## src/include/rcs_pkg.sv

```systemverilog
// Package for the radio command strobe controller: strobe codes, states, timing.
// Assumes a single 25 MHz clock domain; nothing here is synthesised on its own.
package rcs_pkg;
    // ----------------------------------------
    // Strobe codes
    // ----------------------------------------
    localparam logic [7:0] SYNTH_ON_STROBE = 8'h00;
    localparam logic [7:0] CALIBRATE_STROBE = 8'h01;
    localparam logic [7:0] RECEIVE_STROBE = 8'h02;
    localparam logic [7:0] TRANSMIT_STROBE = 8'h03;
    localparam logic [7:0] GO_IDLE_STROBE = 8'h04;
    localparam logic [7:0] FREQ_CORRECT_STROBE = 8'h05;

    // ----------------------------------------
    // Timing
    // ----------------------------------------
    localparam int CLK_HZ = 25_000_000;
    localparam int CAL_TIME_NS = 720;
    localparam int CAL_CYCLES = (CAL_TIME_NS * (CLK_HZ / 1_000_000) + 999) / 1000;
    localparam int AFC_TIME_NS = 200;
    localparam int AFC_CYCLES = (AFC_TIME_NS * (CLK_HZ / 1_000_000) + 999) / 1000;
    localparam int TIMER_W = 8;

    // ----------------------------------------
    // Decoded commands and states
    // ----------------------------------------
    typedef enum logic [2:0] {
        CMD_NOP, CMD_SYNTH_ON, CMD_CAL, CMD_RX, CMD_TX, CMD_IDLE, CMD_AFC
    } rcs_cmd_t;

    typedef enum logic [6:0] {
        ST_IDLE = 7'b000_0001,
        ST_CAL = 7'b000_0010,
        ST_SYNTH = 7'b000_0100,
        ST_RX = 7'b000_1000,
        ST_TX = 7'b001_0000,
        ST_AFC = 7'b010_0000,
        ST_CAL_OFF = 7'b100_0000
    } rcs_state_t;
endpackage

```

## src/include/rcs_strobe_if.sv

```systemverilog
// Interface carrying a decoded strobe command between decoder and controller.
// Assumes both ends share i_clk.
`timescale 1ns/1ps
interface rcs_strobe_if;
    logic valid;
    rcs_pkg::rcs_cmd_t cmd;
    modport src (output valid, output cmd);
    modport dst (input valid, input cmd);
endinterface

```

## src/rtl/rcs_radio_ctrl.sv

```systemverilog
// Radio top-level state control driven by CPU command strobes.
// Assumes the CPU writes the strobe register on i_clk (the radio reference clock);
// auto-calibration and clear-channel inputs come from the same domain.
`timescale 1ns/1ps
// Behaviour
// - Each CPU byte write to the strobe register is decoded as exactly one command.
// - Synthesizer, receive and transmit are enabled only by their strobe commands.
// - Code 0x00 turns the synthesizer on, calibrating first only from idle when auto-calibration is 1.
// - Code 0x00 during receive or transmit drops to a synthesizer-only wait state.
// - Code 0x01 calibrates the synthesizer and then turns it off.
// - Code 0x02 enters receive, calibrating first only from idle with auto-calibration 1.
// - Code 0x03 from idle enters transmit, calibrating first when auto-calibration is set.
// - Code 0x03 in receive with clear channel assessment on goes to transmit only if clear.
// - Code 0x04 abandons receive or transmit, turns the synthesizer off and goes idle.
// - Code 0x05 performs a frequency correction adjustment of the synthesizer.
// - All logic runs from the single crystal reference clock.
module rcs_radio_ctrl #(
    parameter int CAL_CYCLES = rcs_pkg::CAL_CYCLES,
    parameter int AFC_CYCLES = rcs_pkg::AFC_CYCLES
) (
    input wire logic i_clk,
    input wire logic i_arst_n,
    input wire logic i_strobe_wr,
    input wire logic [7:0] i_radio_strobe_register,
    input wire logic i_auto_calibrate_flag,
    input wire logic i_cca_enable,
    input wire logic i_channel_clear,
    output logic o_synth_on,
    output logic o_rx_on,
    output logic o_tx_on,
    output logic o_calibrating,
    output logic o_afc_busy,
    output logic [6:0] o_state
);
    // ----------------------------------------
    // Strobe decode
    // ----------------------------------------
    rcs_strobe_if cmd_bus ();

    rcs_strobe_decode u_decode (
        .i_clk(i_clk),
        .i_arst_n(i_arst_n),
        .i_wr(i_strobe_wr),
        .i_data(i_radio_strobe_register),
        .cmd_bus(cmd_bus)
    );

    // ----------------------------------------
    // Command helpers
    // ----------------------------------------
    // Calibrate first only on a cold start from idle with auto-calibration on;
    // from a running synthesizer it would only cost turnaround time.
    function automatic logic cal_first(input rcs_pkg::rcs_state_t s, input logic autocal);
        cal_first = (s == rcs_pkg::ST_IDLE) && autocal;
    endfunction

    // ----------------------------------------
    // State machine
    // ----------------------------------------
    localparam logic [rcs_pkg::TIMER_W-1:0] CAL_LAST = rcs_pkg::TIMER_W'(CAL_CYCLES - 1);
    localparam logic [rcs_pkg::TIMER_W-1:0] AFC_LAST = rcs_pkg::TIMER_W'(AFC_CYCLES - 1);

    rcs_pkg::rcs_state_t state;
    rcs_pkg::rcs_state_t next_state;
    rcs_pkg::rcs_state_t after_cal; // Where a calibration ends up
    rcs_pkg::rcs_state_t next_after_cal;
    rcs_pkg::rcs_state_t after_afc;
    rcs_pkg::rcs_state_t next_after_afc;
    // Counts cycles inside CAL, CAL_OFF and AFC; restarts on every state change.
    // Limitation: TIMER_W bounds CAL_CYCLES and AFC_CYCLES to 256.
    logic [rcs_pkg::TIMER_W-1:0] timer;
    logic [rcs_pkg::TIMER_W-1:0] next_timer;
    logic cmd_go;

    assign cmd_go = cmd_bus.valid;

    // Next state; commands during calibration or AFC are dropped, except go-idle, which aborts;
    // dropping them keeps the synthesizer from being retuned mid-sequence.
    always_comb begin
        next_state = state;
        next_after_cal = after_cal;
        next_after_afc = after_afc;
        next_timer = timer;
        unique case (state)
            rcs_pkg::ST_CAL, rcs_pkg::ST_CAL_OFF, rcs_pkg::ST_AFC: begin
                if (cmd_go && cmd_bus.cmd == rcs_pkg::CMD_IDLE) begin
                    next_state = rcs_pkg::ST_IDLE;
                end else if (state == rcs_pkg::ST_AFC) begin
                    if (timer == AFC_LAST) begin
                        next_state = after_afc;
                        next_timer = '0;
                    end else begin
                        next_timer = timer + 1'b1;
                    end
                end else if (timer == CAL_LAST) begin
                    next_timer = '0;
                    next_state = (state == rcs_pkg::ST_CAL_OFF) ?
                        rcs_pkg::ST_IDLE : after_cal;
                end else begin
                    next_timer = timer + 1'b1;
                end
            end
            default: begin
                if (cmd_go) begin
                    unique case (cmd_bus.cmd)
                        rcs_pkg::CMD_SYNTH_ON: begin
                            if (cal_first(state, i_auto_calibrate_flag)) begin
                                next_state = rcs_pkg::ST_CAL;
                                next_after_cal = rcs_pkg::ST_SYNTH;
                            end else begin
                                next_state = rcs_pkg::ST_SYNTH;
                            end
                        end
                        rcs_pkg::CMD_CAL: begin
                            next_state = rcs_pkg::ST_CAL_OFF;
                        end
                        rcs_pkg::CMD_RX: begin
                            if (cal_first(state, i_auto_calibrate_flag)) begin
                                next_state = rcs_pkg::ST_CAL;
                                next_after_cal = rcs_pkg::ST_RX;
                            end else begin
                                next_state = rcs_pkg::ST_RX;
                            end
                        end
                        rcs_pkg::CMD_TX: begin
                            if (cal_first(state, i_auto_calibrate_flag)) begin
                                next_state = rcs_pkg::ST_CAL;
                                next_after_cal = rcs_pkg::ST_TX;
                            end else if (state == rcs_pkg::ST_RX && i_cca_enable &&
                                         !i_channel_clear) begin
                                next_state = rcs_pkg::ST_RX; // Busy channel
                            end else begin
                                next_state = rcs_pkg::ST_TX;
                            end
                        end
                        rcs_pkg::CMD_IDLE: begin
                            next_state = rcs_pkg::ST_IDLE;
                        end
                        rcs_pkg::CMD_AFC: begin
                            next_state = rcs_pkg::ST_AFC;
                            next_after_afc = state;
                        end
                        default: begin
                            next_state = state; // No-op
                        end
                    endcase
                end
            end
        endcase
        if (next_state != state) begin
            next_timer = '0;
        end
    end

    // State registers; reset lands idle, synthesizer off
    always_ff @(posedge i_clk or negedge i_arst_n) begin
        if (!i_arst_n) begin
            state <= rcs_pkg::ST_IDLE;
            after_cal <= rcs_pkg::ST_SYNTH;
            after_afc <= rcs_pkg::ST_IDLE;
            timer <= '0;
        end else begin
            state <= next_state;
            after_cal <= next_after_cal;
            after_afc <= next_after_afc;
            timer <= next_timer;
        end
    end

    // ----------------------------------------
    // Outputs from flip-flops
    // ----------------------------------------
    // Flags decode next_state, so they line up with o_state cycle for cycle;
    // registering them keeps decode glitches off the outputs.
    logic synth_on;
    logic next_synth_on;
    logic rx_on;
    logic next_rx_on;
    logic tx_on;
    logic next_tx_on;
    logic calibrating;
    logic next_calibrating;
    logic afc_busy;
    logic next_afc_busy;

    // Synthesizer runs in every state except idle
    always_comb begin
        next_synth_on = (next_state != rcs_pkg::ST_IDLE);
        next_rx_on = (next_state == rcs_pkg::ST_RX);
        next_tx_on = (next_state == rcs_pkg::ST_TX);
        next_calibrating = (next_state == rcs_pkg::ST_CAL) ||
            (next_state == rcs_pkg::ST_CAL_OFF);
        next_afc_busy = (next_state == rcs_pkg::ST_AFC);
    end

    // Flag registers; reset values match the idle state
    always_ff @(posedge i_clk or negedge i_arst_n) begin
        if (!i_arst_n) begin
            synth_on <= 1'b0;
            rx_on <= 1'b0;
            tx_on <= 1'b0;
            calibrating <= 1'b0;
            afc_busy <= 1'b0;
        end else begin
            synth_on <= next_synth_on;
            rx_on <= next_rx_on;
            tx_on <= next_tx_on;
            calibrating <= next_calibrating;
            afc_busy <= next_afc_busy;
        end
    end

    // Drive the pins
    assign o_synth_on = synth_on;
    assign o_rx_on = rx_on;
    assign o_tx_on = tx_on;
    assign o_calibrating = calibrating;
    assign o_afc_busy = afc_busy;
    assign o_state = state;
endmodule // rcs_radio_ctrl

```

## src/rtl/rcs_strobe_decode.sv

```systemverilog
// Strobe byte decoder: turns one written byte into one command.
// Assumes the write strobe is a one-cycle pulse on the same clock.
`timescale 1ns/1ps
module rcs_strobe_decode (
    input wire logic i_clk,
    input wire logic i_arst_n,
    input wire logic i_wr,
    input wire logic [7:0] i_data,
    rcs_strobe_if.src cmd_bus
);
    // ----------------------------------------
    // Byte to command
    // ----------------------------------------
    function automatic rcs_pkg::rcs_cmd_t decode(input logic [7:0] b);
        unique case (b)
            rcs_pkg::SYNTH_ON_STROBE: decode = rcs_pkg::CMD_SYNTH_ON;
            rcs_pkg::CALIBRATE_STROBE: decode = rcs_pkg::CMD_CAL;
            rcs_pkg::RECEIVE_STROBE: decode = rcs_pkg::CMD_RX;
            rcs_pkg::TRANSMIT_STROBE: decode = rcs_pkg::CMD_TX;
            rcs_pkg::GO_IDLE_STROBE: decode = rcs_pkg::CMD_IDLE;
            rcs_pkg::FREQ_CORRECT_STROBE: decode = rcs_pkg::CMD_AFC;
            default: decode = rcs_pkg::CMD_NOP; // Unknown byte is a no-op
        endcase
    endfunction

    logic valid;
    rcs_pkg::rcs_cmd_t cmd;
    logic next_valid;
    rcs_pkg::rcs_cmd_t next_cmd;

    // One write gives exactly one command
    always_comb begin
        next_valid = i_wr;
        next_cmd = i_wr ? decode(i_data) : rcs_pkg::CMD_NOP;
    end

    // Register the command
    always_ff @(posedge i_clk or negedge i_arst_n) begin
        if (!i_arst_n) begin
            valid <= 1'b0;
            cmd <= rcs_pkg::CMD_NOP;
        end else begin
            valid <= next_valid;
            cmd <= next_cmd;
        end
    end

    assign cmd_bus.valid = valid;
    assign cmd_bus.cmd = cmd;
endmodule // rcs_strobe_decode

```

## config.mk

```make
export PLATFORM = sky130hd
export DESIGN_NAME = rcs_radio_ctrl
export DESIGN_NICKNAME = d
export VERILOG_FILES = /design/src/include/rcs_pkg.sv /design/src/include/rcs_strobe_if.sv /design/src/rtl/rcs_radio_ctrl.sv /design/src/rtl/rcs_strobe_decode.sv
export SDC_FILE = /design/constraint.sdc
export NUM_CORES = 1
export LEC_CHECK = 0
export BUFFER_PORTS_ARGS = -buffer_cell sky130_fd_sc_hd__buf_4
export CAP_MARGIN = 30
export CORE_MARGIN = 2
export CORE_UTILIZATION = 55
export DETAILED_ROUTE_END_ITERATION = 10
export PLACE_DENSITY_LB_ADDON = 0.08
export SETUP_SLACK_MARGIN = 0.15
export SLEW_MARGIN = 5
export SYNTH_ARGS = -nofsm -noshare
export SYNTH_HDL_FRONTEND = slang
export SYNTH_SLANG_ARGS = --single-unit
```

## constraint.sdc

```tcl
create_clock -name i_clk -period 3.25 [get_ports i_clk]
set_clock_uncertainty 0.05 [all_clocks]
set_input_delay 0.325 -clock i_clk [delete_from_list [all_inputs] [get_ports i_clk]]
set_output_delay 0.325 -clock i_clk [all_outputs]
set_load 0.005 [all_outputs]
```

==> reports/qor.yml, run 1 <==
detailed_routing:
  vias_per_cell: 6.51
  drc: 0
  wl_per_cell_um: 17.6
  wirelength_mm: 5.87
  drt-pass1-iter-count: 5
  antenna_left: 0
  dr.first_iter.drc_count: 178
  num_vias: 2169
clocking:
  clkTransAtPathRegs_ps: 70
  cts.htree.levels: 2
  cts_tree: "done"
  numCtsBuffers: 5
  clk_latency_ps: 290
  clock-root-buffer: "clkbuf_8"
  post_cts_buffers: 0
  clock-sinks: 34
  clockBufferDepth: 2
power_and_ir_drop:
  total_power_mw: 1.82
  power_leakage_nw: 1.12
  power_density_nw_per_um2: 662
  ir_drop_mv: 0.516
timing:
  max_slew_margin_pct: 56.5
  setup_violations: 0
  drv_slew: 0
  timing.final.crit_period_ps: 2900
  finalCritPeriodShare_pct: 89.2
  fin_setup_tns_ps: 0
  rsz0062_at_grt: "yes"
  hold_viol_final: 0
  clock.fmax_ghz: 0.345
  tightest_slew_ps: 645
  fin_ws_ps: 350
yosys:
  yosysSeqAreaShare_pct: 35.8
  avgSynthCellArea_um2: 9.26
  synth_top_area_share_pct: 32.5
  async_reset_ff_share_pct: 100
  synth_warnings: 0
  syn_area_um2: 2390
  synth-edff-count: 0
  synth-seq-cells: 34
  synth_nets: 275
  synth_cells: 258
  yosysMostFrequentCell: "dfrtp_1"
  synthTopCellsByCount: "dfrtp_1, nand2_1, nor2_1"
  synth_flop_cell: "dfrtp_1"
  synth_cell_type_count: 72
  synth_top_area_cell: "dfrtp_1"
  synth_area_leaders: "dfrtp_1, mux2_2, dfstp_2"
place:
  port_buffers: 25
  gp_congestion: 0.952
  placed_cells: 324
  place_ws_ps: 373
  dp_hpwl_mm: 4.32
critical_path:
  path_class: "flop to flop"
  rr_endpoint: "timer[3]"
  r2r_cells: 8
  critPathLaunch: "o_state[3]"
  r2r_start: "o_state[3]"
  arrival_ps: 3030
  worstSetupStartpointType: "flop"
  critical_path_peak_fanout: 8
  cp-end-kind: "flop"
  r2r_setup_slack_ps: 350
  cp.required_ps: 3380
layout:
  num_antenna_cells: 0
  synthToLayoutAreaGrowth_pct: 15.2
  nets: 299
  drive_gt1_share_pct: 25.8
  fin_util_pct: 67.4
  fin_cells: 333
global_routing:
  grt_start_max_net_pins: 35
  grt_overflow: 0
  grt_pass1_wl_mm: 10.3
  grt_pass1_vias: 2108
  antenna_found_initial: 0
  grt_use_total_pct: 26.5
flow_run:
  cap_violations: 0
floorplan:
  row_count: 23
  dieArea_um2: 4890
  die_w_um: 69.9
  fp.coreArea_um2: 4090
  start_util_pct: 58.5
  die_h_um: 69.9
  boundaryPins: 26
worst_hold_path:
  hold_class: "input pin to flop"
  hold_start: "i_strobe_wr"
  worstHoldEndpoint: "u_decode.cmd_bus.valid"
  hold_depth: 1
outcome:
  outcome: "finished clean"
metal layers:
metal | vias to the layer above | global-route usage, % | share of wire (%)
met4 | 0 | 10.7 | 3.1
met1 | 1043 | 34.7 | 44
met5 | - | 0 | 0
li1 | 1026 | - | -
met3 | 18 | 6.78 | 6.3
met2 | 82 | 42.1 | 47
worst max path at each step:
stage	endpoint	slack (ps)	cells past startpoint
final	timer[3]	350	8
after global routing	timer[3]	130	8
after CTS	timer[3]	320	7
after detailed placement	timer[3]	370	7
after global placement	timer[3]	350	7
after floorplan	timer[3]	590	10
stage by stage:
step,hold WS (ps),cell area (µm²)
2_1_floorplan,-20.6,2390
3_3_place_gp,242,2600
3_5_place_dp,248,2600
4_1_cts,99.9,2750
5_1_grt,86.1,2750
6_report,102,2750
final cells by class:
| type | count | area, µm² |
|---|---|---|
| well taps | 50 | 62.6 |
| fillers | 334 | 1330 |
| flip-flops and latches | 34 | 855 |
| clock buffers | 5 | 68.8 |
| multi-input cells | 201 | 1410 |
| repair buffers | 35 | 265 |
| inverters | 5 | 18.8 |
| clock inverters | 3 | 68.8 |
cell usage in the layout (no fill, tap or decap), types with 3 or more instances in the layout:
cell type / netlist / routed
o211ai_1: 4 / 4
mux2_2: 9 / 9
a21boi_0: 3 / 3
mux2i_1: 4 / 4
nand4_1: 5 / 5
nand2b_1: 8 / 8
clkbuf_8: 0 / 5
nor2_1: 17 / 17
dfrtp_1: 31 / 31
nor4_1: 4 / 4
buf_4: 1 / 34
ha_1: 3 / 3
nand2_1: 20 / 19
nor3_1: 14 / 14
nand3b_1: 6 / 6
inv_1: 5 / 5
a21oi_1: 11 / 11
o31ai_1: 3 / 3
a311o_1: 3 / 3
o21ai_0: 10 / 10
dfstp_2: 3 / 3
or3_1: 3 / 3
a31oi_1: 4 / 4
nand3_1: 8 / 8
xnor2_1: 4 / 4
xor2_1: 3 / 3
report_power, final:
part	internal, mW	switching, mW	total [mW]
clock network	0.307	0.156	0.463
registers	0.470	0.117	0.587
logic	0.326	0.445	0.771
state kept, by name (all words and copies together), names as in the netlist:
name                    cells
o_rx_on                     1
u_decode.cmd_bus.valid      1
after_cal                   3
o_calibrating               1
u_decode.cmd_bus.cmd        3
o_synth_on                  1
o_state                     7
o_afc_busy                  1
timer                       8
o_tx_on                     1
after_afc                   7
critical path: stages (launching register included):
cell,delay [ps]
dfrtp_1,500
nor4_4,340
buf_4,200
and4_1,340
nand2_1,110
a31oi_2,380
xnor2_1,180
o2111ai_2,280
a2111oi_2,390
cells by family (layout without fill, tap and decap cells):
family                     Yosys count  count (layout)  synth area share (%)
adders and majority gates            3               3                  1.57
buffers and inverters               23              48                  5.34
AOI/OAI and AO/OA                   66              66                  21.3
DFF                                 34              34                  35.8
xor gates and xnor gates             7               7                  2.57
muxes                               13              13                  5.92
and+or+nand+nor                    112             112                  27.6
repair_timing:
item                                   CTS  global route
gates resized for setup                  0             2
endpoints found under the hold margin   31             0
hold buffers                             1             0
setup endpoints to repair                0             4
(Power assumes the default switching activity.)
==> inputs of run 2 (changes only) <==
ABC_AREA = 1   (was unset)
CAP_MARGIN = unset   (was 30)
CORE_UTILIZATION = 51   (was 55)
==> run 2 against run 1 <==
  * Register-to-register slack gained 690 ps
  * Fmax grew 31%
  * Critical path depth grew 4
  * Synthesized area shrank 2.5%
  * Critical endpoint is now o_rx_on
  * Hold slack lost 0.78 ps
  * Global-route usage shrank 2.7 points
  * Design area shrank 1.7%
  * Flip-flop and latch count is the same
==> reports/qor.yml, run 2 <==
place:
  place_ws_ps: 1070  # +693 ps
  port_buffers: 25  # unchanged
  dp_hpwl_mm: 4.23  # -2.0%
  gp_congestion: 0.928  # -2.6%
  placed_cells: 401  # +24%
yosys:
  synth_cells: 324  # +26%
  synthTopCellsByCount: "nand2_1, inv_1, nand3_1"
  yosysSeqAreaShare_pct: 36.7  # +0.90 points
  synth_top_area_cell: "dfrtp_1"
  async_reset_ff_share_pct: 100  # unchanged
  synth_cell_type_count: 30  # -58%
  avgSynthCellArea_um2: 7.19  # -22%
  synth_area_leaders: "dfrtp_1, nand2_1, nand3_1"
  yosysMostFrequentCell: "nand2_1"
  synth_nets: 341  # +24%
  synth_top_area_share_pct: 33.3  # +0.82 points
  syn_area_um2: 2330  # -2.5%
  synth_flop_cell: "dfrtp_1"
  synth-seq-cells: 34  # unchanged
  synth-edff-count: 0  # unchanged
  synth_warnings: 0  # unchanged
layout:
  nets: 374  # +25%
  num_antenna_cells: 0  # unchanged
  n_fill_cell: 417  # +25%
  drive_gt1_share_pct: 24.9  # -0.93 points
  layout_common_cells: "nand2_1, inv_1, nand3_1"
  top_register: "timer"
  largest_reg_flops: 8  # unchanged
  multiInputGateArea_um2: 1300  # -8.1%
  regArea_um2: 855  # unchanged
  fin_cells: 410  # +23%
  synthToLayoutAreaGrowth_pct: 16.2
  final_common_cell: "nand2_1"
timing:
  clock.fmax_ghz: 0.453  # +31%
  drv_slew: 0  # unchanged
  rsz0062_at_grt: "no"
  tightest_slew_ps: 446  # -199 ps
  timing.final.crit_period_ps: 2210  # -693 ps
  setup_violations: 0  # unchanged
  hold_viol_final: 0  # unchanged
  hold_slack_ps: 101  # -0.784 ps
  fin_setup_tns_ps: 0  # unchanged
  fin_ws_ps: 1040  # +693 ps
  max_slew_margin_pct: 70.0  # +14 points
  finalCritPeriodShare_pct: 67.9  # -21 points
critical_path:
  slowest_stage: "dfrtp_1"
  cp_top_family: "simple AND/OR/NAND/NOR gates"
  cp_cell_sequence: "inv_1 > ha_1 > nand3_1 > nor2_2 > nand2_2 > nand3_1 > nand2_1 > nand2_2 > nand2_2 > nor2_1 > nand2_1 > nor4_1"
  cp.required_ps: 3360  # -20 ps
  max_stage_delay_ps: 430  # -70 ps
  critical_path_peak_fanout: 6  # -2
  cp-end-kind: "flop"
  rr_endpoint: "o_rx_on"
  r2r_start: "timer[0]"
  worstSetupStartpointType: "flop"
  r2r_cells: 12  # +4
  path_class: "flop to flop"
  r2r_setup_slack_ps: 1040  # +690 ps
  arrival_ps: 2320  # -710 ps
  crit_top_cell: "nand2_2"
  timing.critical_path.buf_inv: 1  # unchanged
worst_hold_path:
  hold_class: "input pin to flop"
  hold_start: "i_strobe_wr"
  worstHoldEndpoint: "u_decode.cmd_bus.valid"
  hold_depth: 1  # unchanged
detailed_routing:
  wl_met2_mm: 2.54  # -8.0%
  wl_met1_mm: 2.44  # -4.7%
  antenna_left: 0  # unchanged
  dr_wl_met3_um: 334  # -9.0%
  drc: 0  # unchanged
  dr.first_iter.drc_count: 161  # -9.6%
  wirelength_mm: 5.40  # -8.1%
  vias_per_cell: 5.17  # -21%
  drt-pass1-iter-count: 4  # -1
  wl_per_cell_um: 13.2  # -25%
  highest_layer: "met4"
  num_vias: 2118  # -2.4%
clocking:
  clock-root-buffer: "clkbuf_8"
  clockBufferDepth: 2  # unchanged
  cts_tree: "done"
  cts_resized: 0  # unchanged
  cts.htree.levels: 2  # unchanged
  clock-sinks: 34  # unchanged
  clk_latency_ps: 290  # about the same
  clkTransAtPathRegs_ps: 80  # about the same
  numCtsBuffers: 5  # unchanged
floorplan:
  boundaryPins: 26  # unchanged
  dieArea_um2: 5120  # +4.9%
  fp.coreArea_um2: 4380  # +7.3%
  start_util_pct: 53.1  # -5.3 points
  die_w_um: 71.6  # +2.4%
  die_h_um: 71.6  # +2.4%
  row_count: 24  # +4.3%
outcome:
  outcome: "finished clean"
global_routing:
  antenna_found_initial: 0  # unchanged
  grt_use_total_pct: 23.9  # -2.7 points
  grt_start_max_net_pins: 35  # unchanged
  grt_pass1_vias: 2076  # -1.5%
  grt_pass1_wl_mm: 9.46  # -7.9%
  grt_overflow: 0  # unchanged
flow_run:
  cap_violations: 0  # unchanged
power_and_ir_drop:
  power_density_nw_per_um2: 654  # -1.2%
  power_leakage_nw: 1.37  # +22%
  ir_drop_mv: 0.419  # -19%
-- run 2: changes by cell type in the layout (fill, tap and decap cells not counted), moves of 7 or more --
| cell | previous run | this run |
|---|---|---|
| inv_1 | 5 | 39 |
| nor2_2 | 0 | 14 |
| mux2_2 | 9 | 0 |
| buf_4 | 34 | 25 |
| nor3_1 | 14 | 6 |
| nand2_1 | 19 | 87 |
| nand2_4 | 0 | 7 |
| nand3_1 | 8 | 35 |
| nor2_1 | 17 | 32 |
| nand2b_1 | 8 | 0 |
| nand2_2 | 1 | 13 |
-- run 2: stage by stage --
step / total power, mW / area (µm²) / util, %
floorplan: 1.12 / 2330 / -
global placement: 1.37 / 2580 / 58.9
detailed placement: 1.37 / 2580 / 58.9
CTS: 1.77 / 2710 / 61.7
global route: 1.90 / 2710 / 61.7
finish: 1.77 / 2710 / 61.7
-- run 2: power breakdown --
group | switching [mW] | leakage, nW | internal [mW]
logic | 0.520 | 0.870 | 0.282
registers | 0.0933 | 0.449 | 0.481
clock network | 0.166 | 0.0504 | 0.228
-- run 2: metal layers --
metal  GRT usage [%]  vias to the layer above
met4            8.81                        0
li1                -                     1090
met1            31.4                      959
met2            37.6                       60
met3            6.75                        9
met5               0                        -
-- run 2: worst max path at each step --
| stage | from | endpoint | slack (ps) | depth (start not counted) |
|---|---|---|---|---|
| final | timer[0] | o_rx_on | 1040 | 12 |
| after global routing | timer[0] | o_calibrating | 730 | 14 |
| after CTS | timer[0] | timer[2] | 1030 | 14 |
| after detailed placement | timer[0] | timer[2] | 1070 | 14 |
| after global placement | timer[0] | o_rx_on | 1030 | 12 |
| after floorplan | timer[0] | timer[4] | 1390 | 13 |
-- run 2: what timing repair did --
item | CTS | global route
endpoints found under the hold margin | 31 | 0
setup buffers | 0 | 0
hold buffers | 1 | 0
-- run 2: cell families (layout without fill, tap and decap cells) --
kind of cell | Yosys count | after routing | share of synthesized area [%]
AND/OR/NAND/NOR | 208 | 208 | 45.4
buffers and inverters | 46 | 80 | 7.52
XOR/XNOR | 2 | 2 | 0.752
flip-flops | 34 | 34 | 36.7
adder cells (fa/ha/maj) | 3 | 3 | 1.61
AO/OA/AOI/OAI | 31 | 31 | 8.00
-- run 2: area by class of cell --
cell class | instances | area share, %
Timing Repair Buffer | 26 | 7.30
Sequential cell | 34 | 31.6
Multi-Input combinational cell | 244 | 48.0
Clock inverter | 3 | 1.66
Clock buffer | 5 | 2.54
Inverter | 46 | 6.47
Tap cell | 52 | 2.40
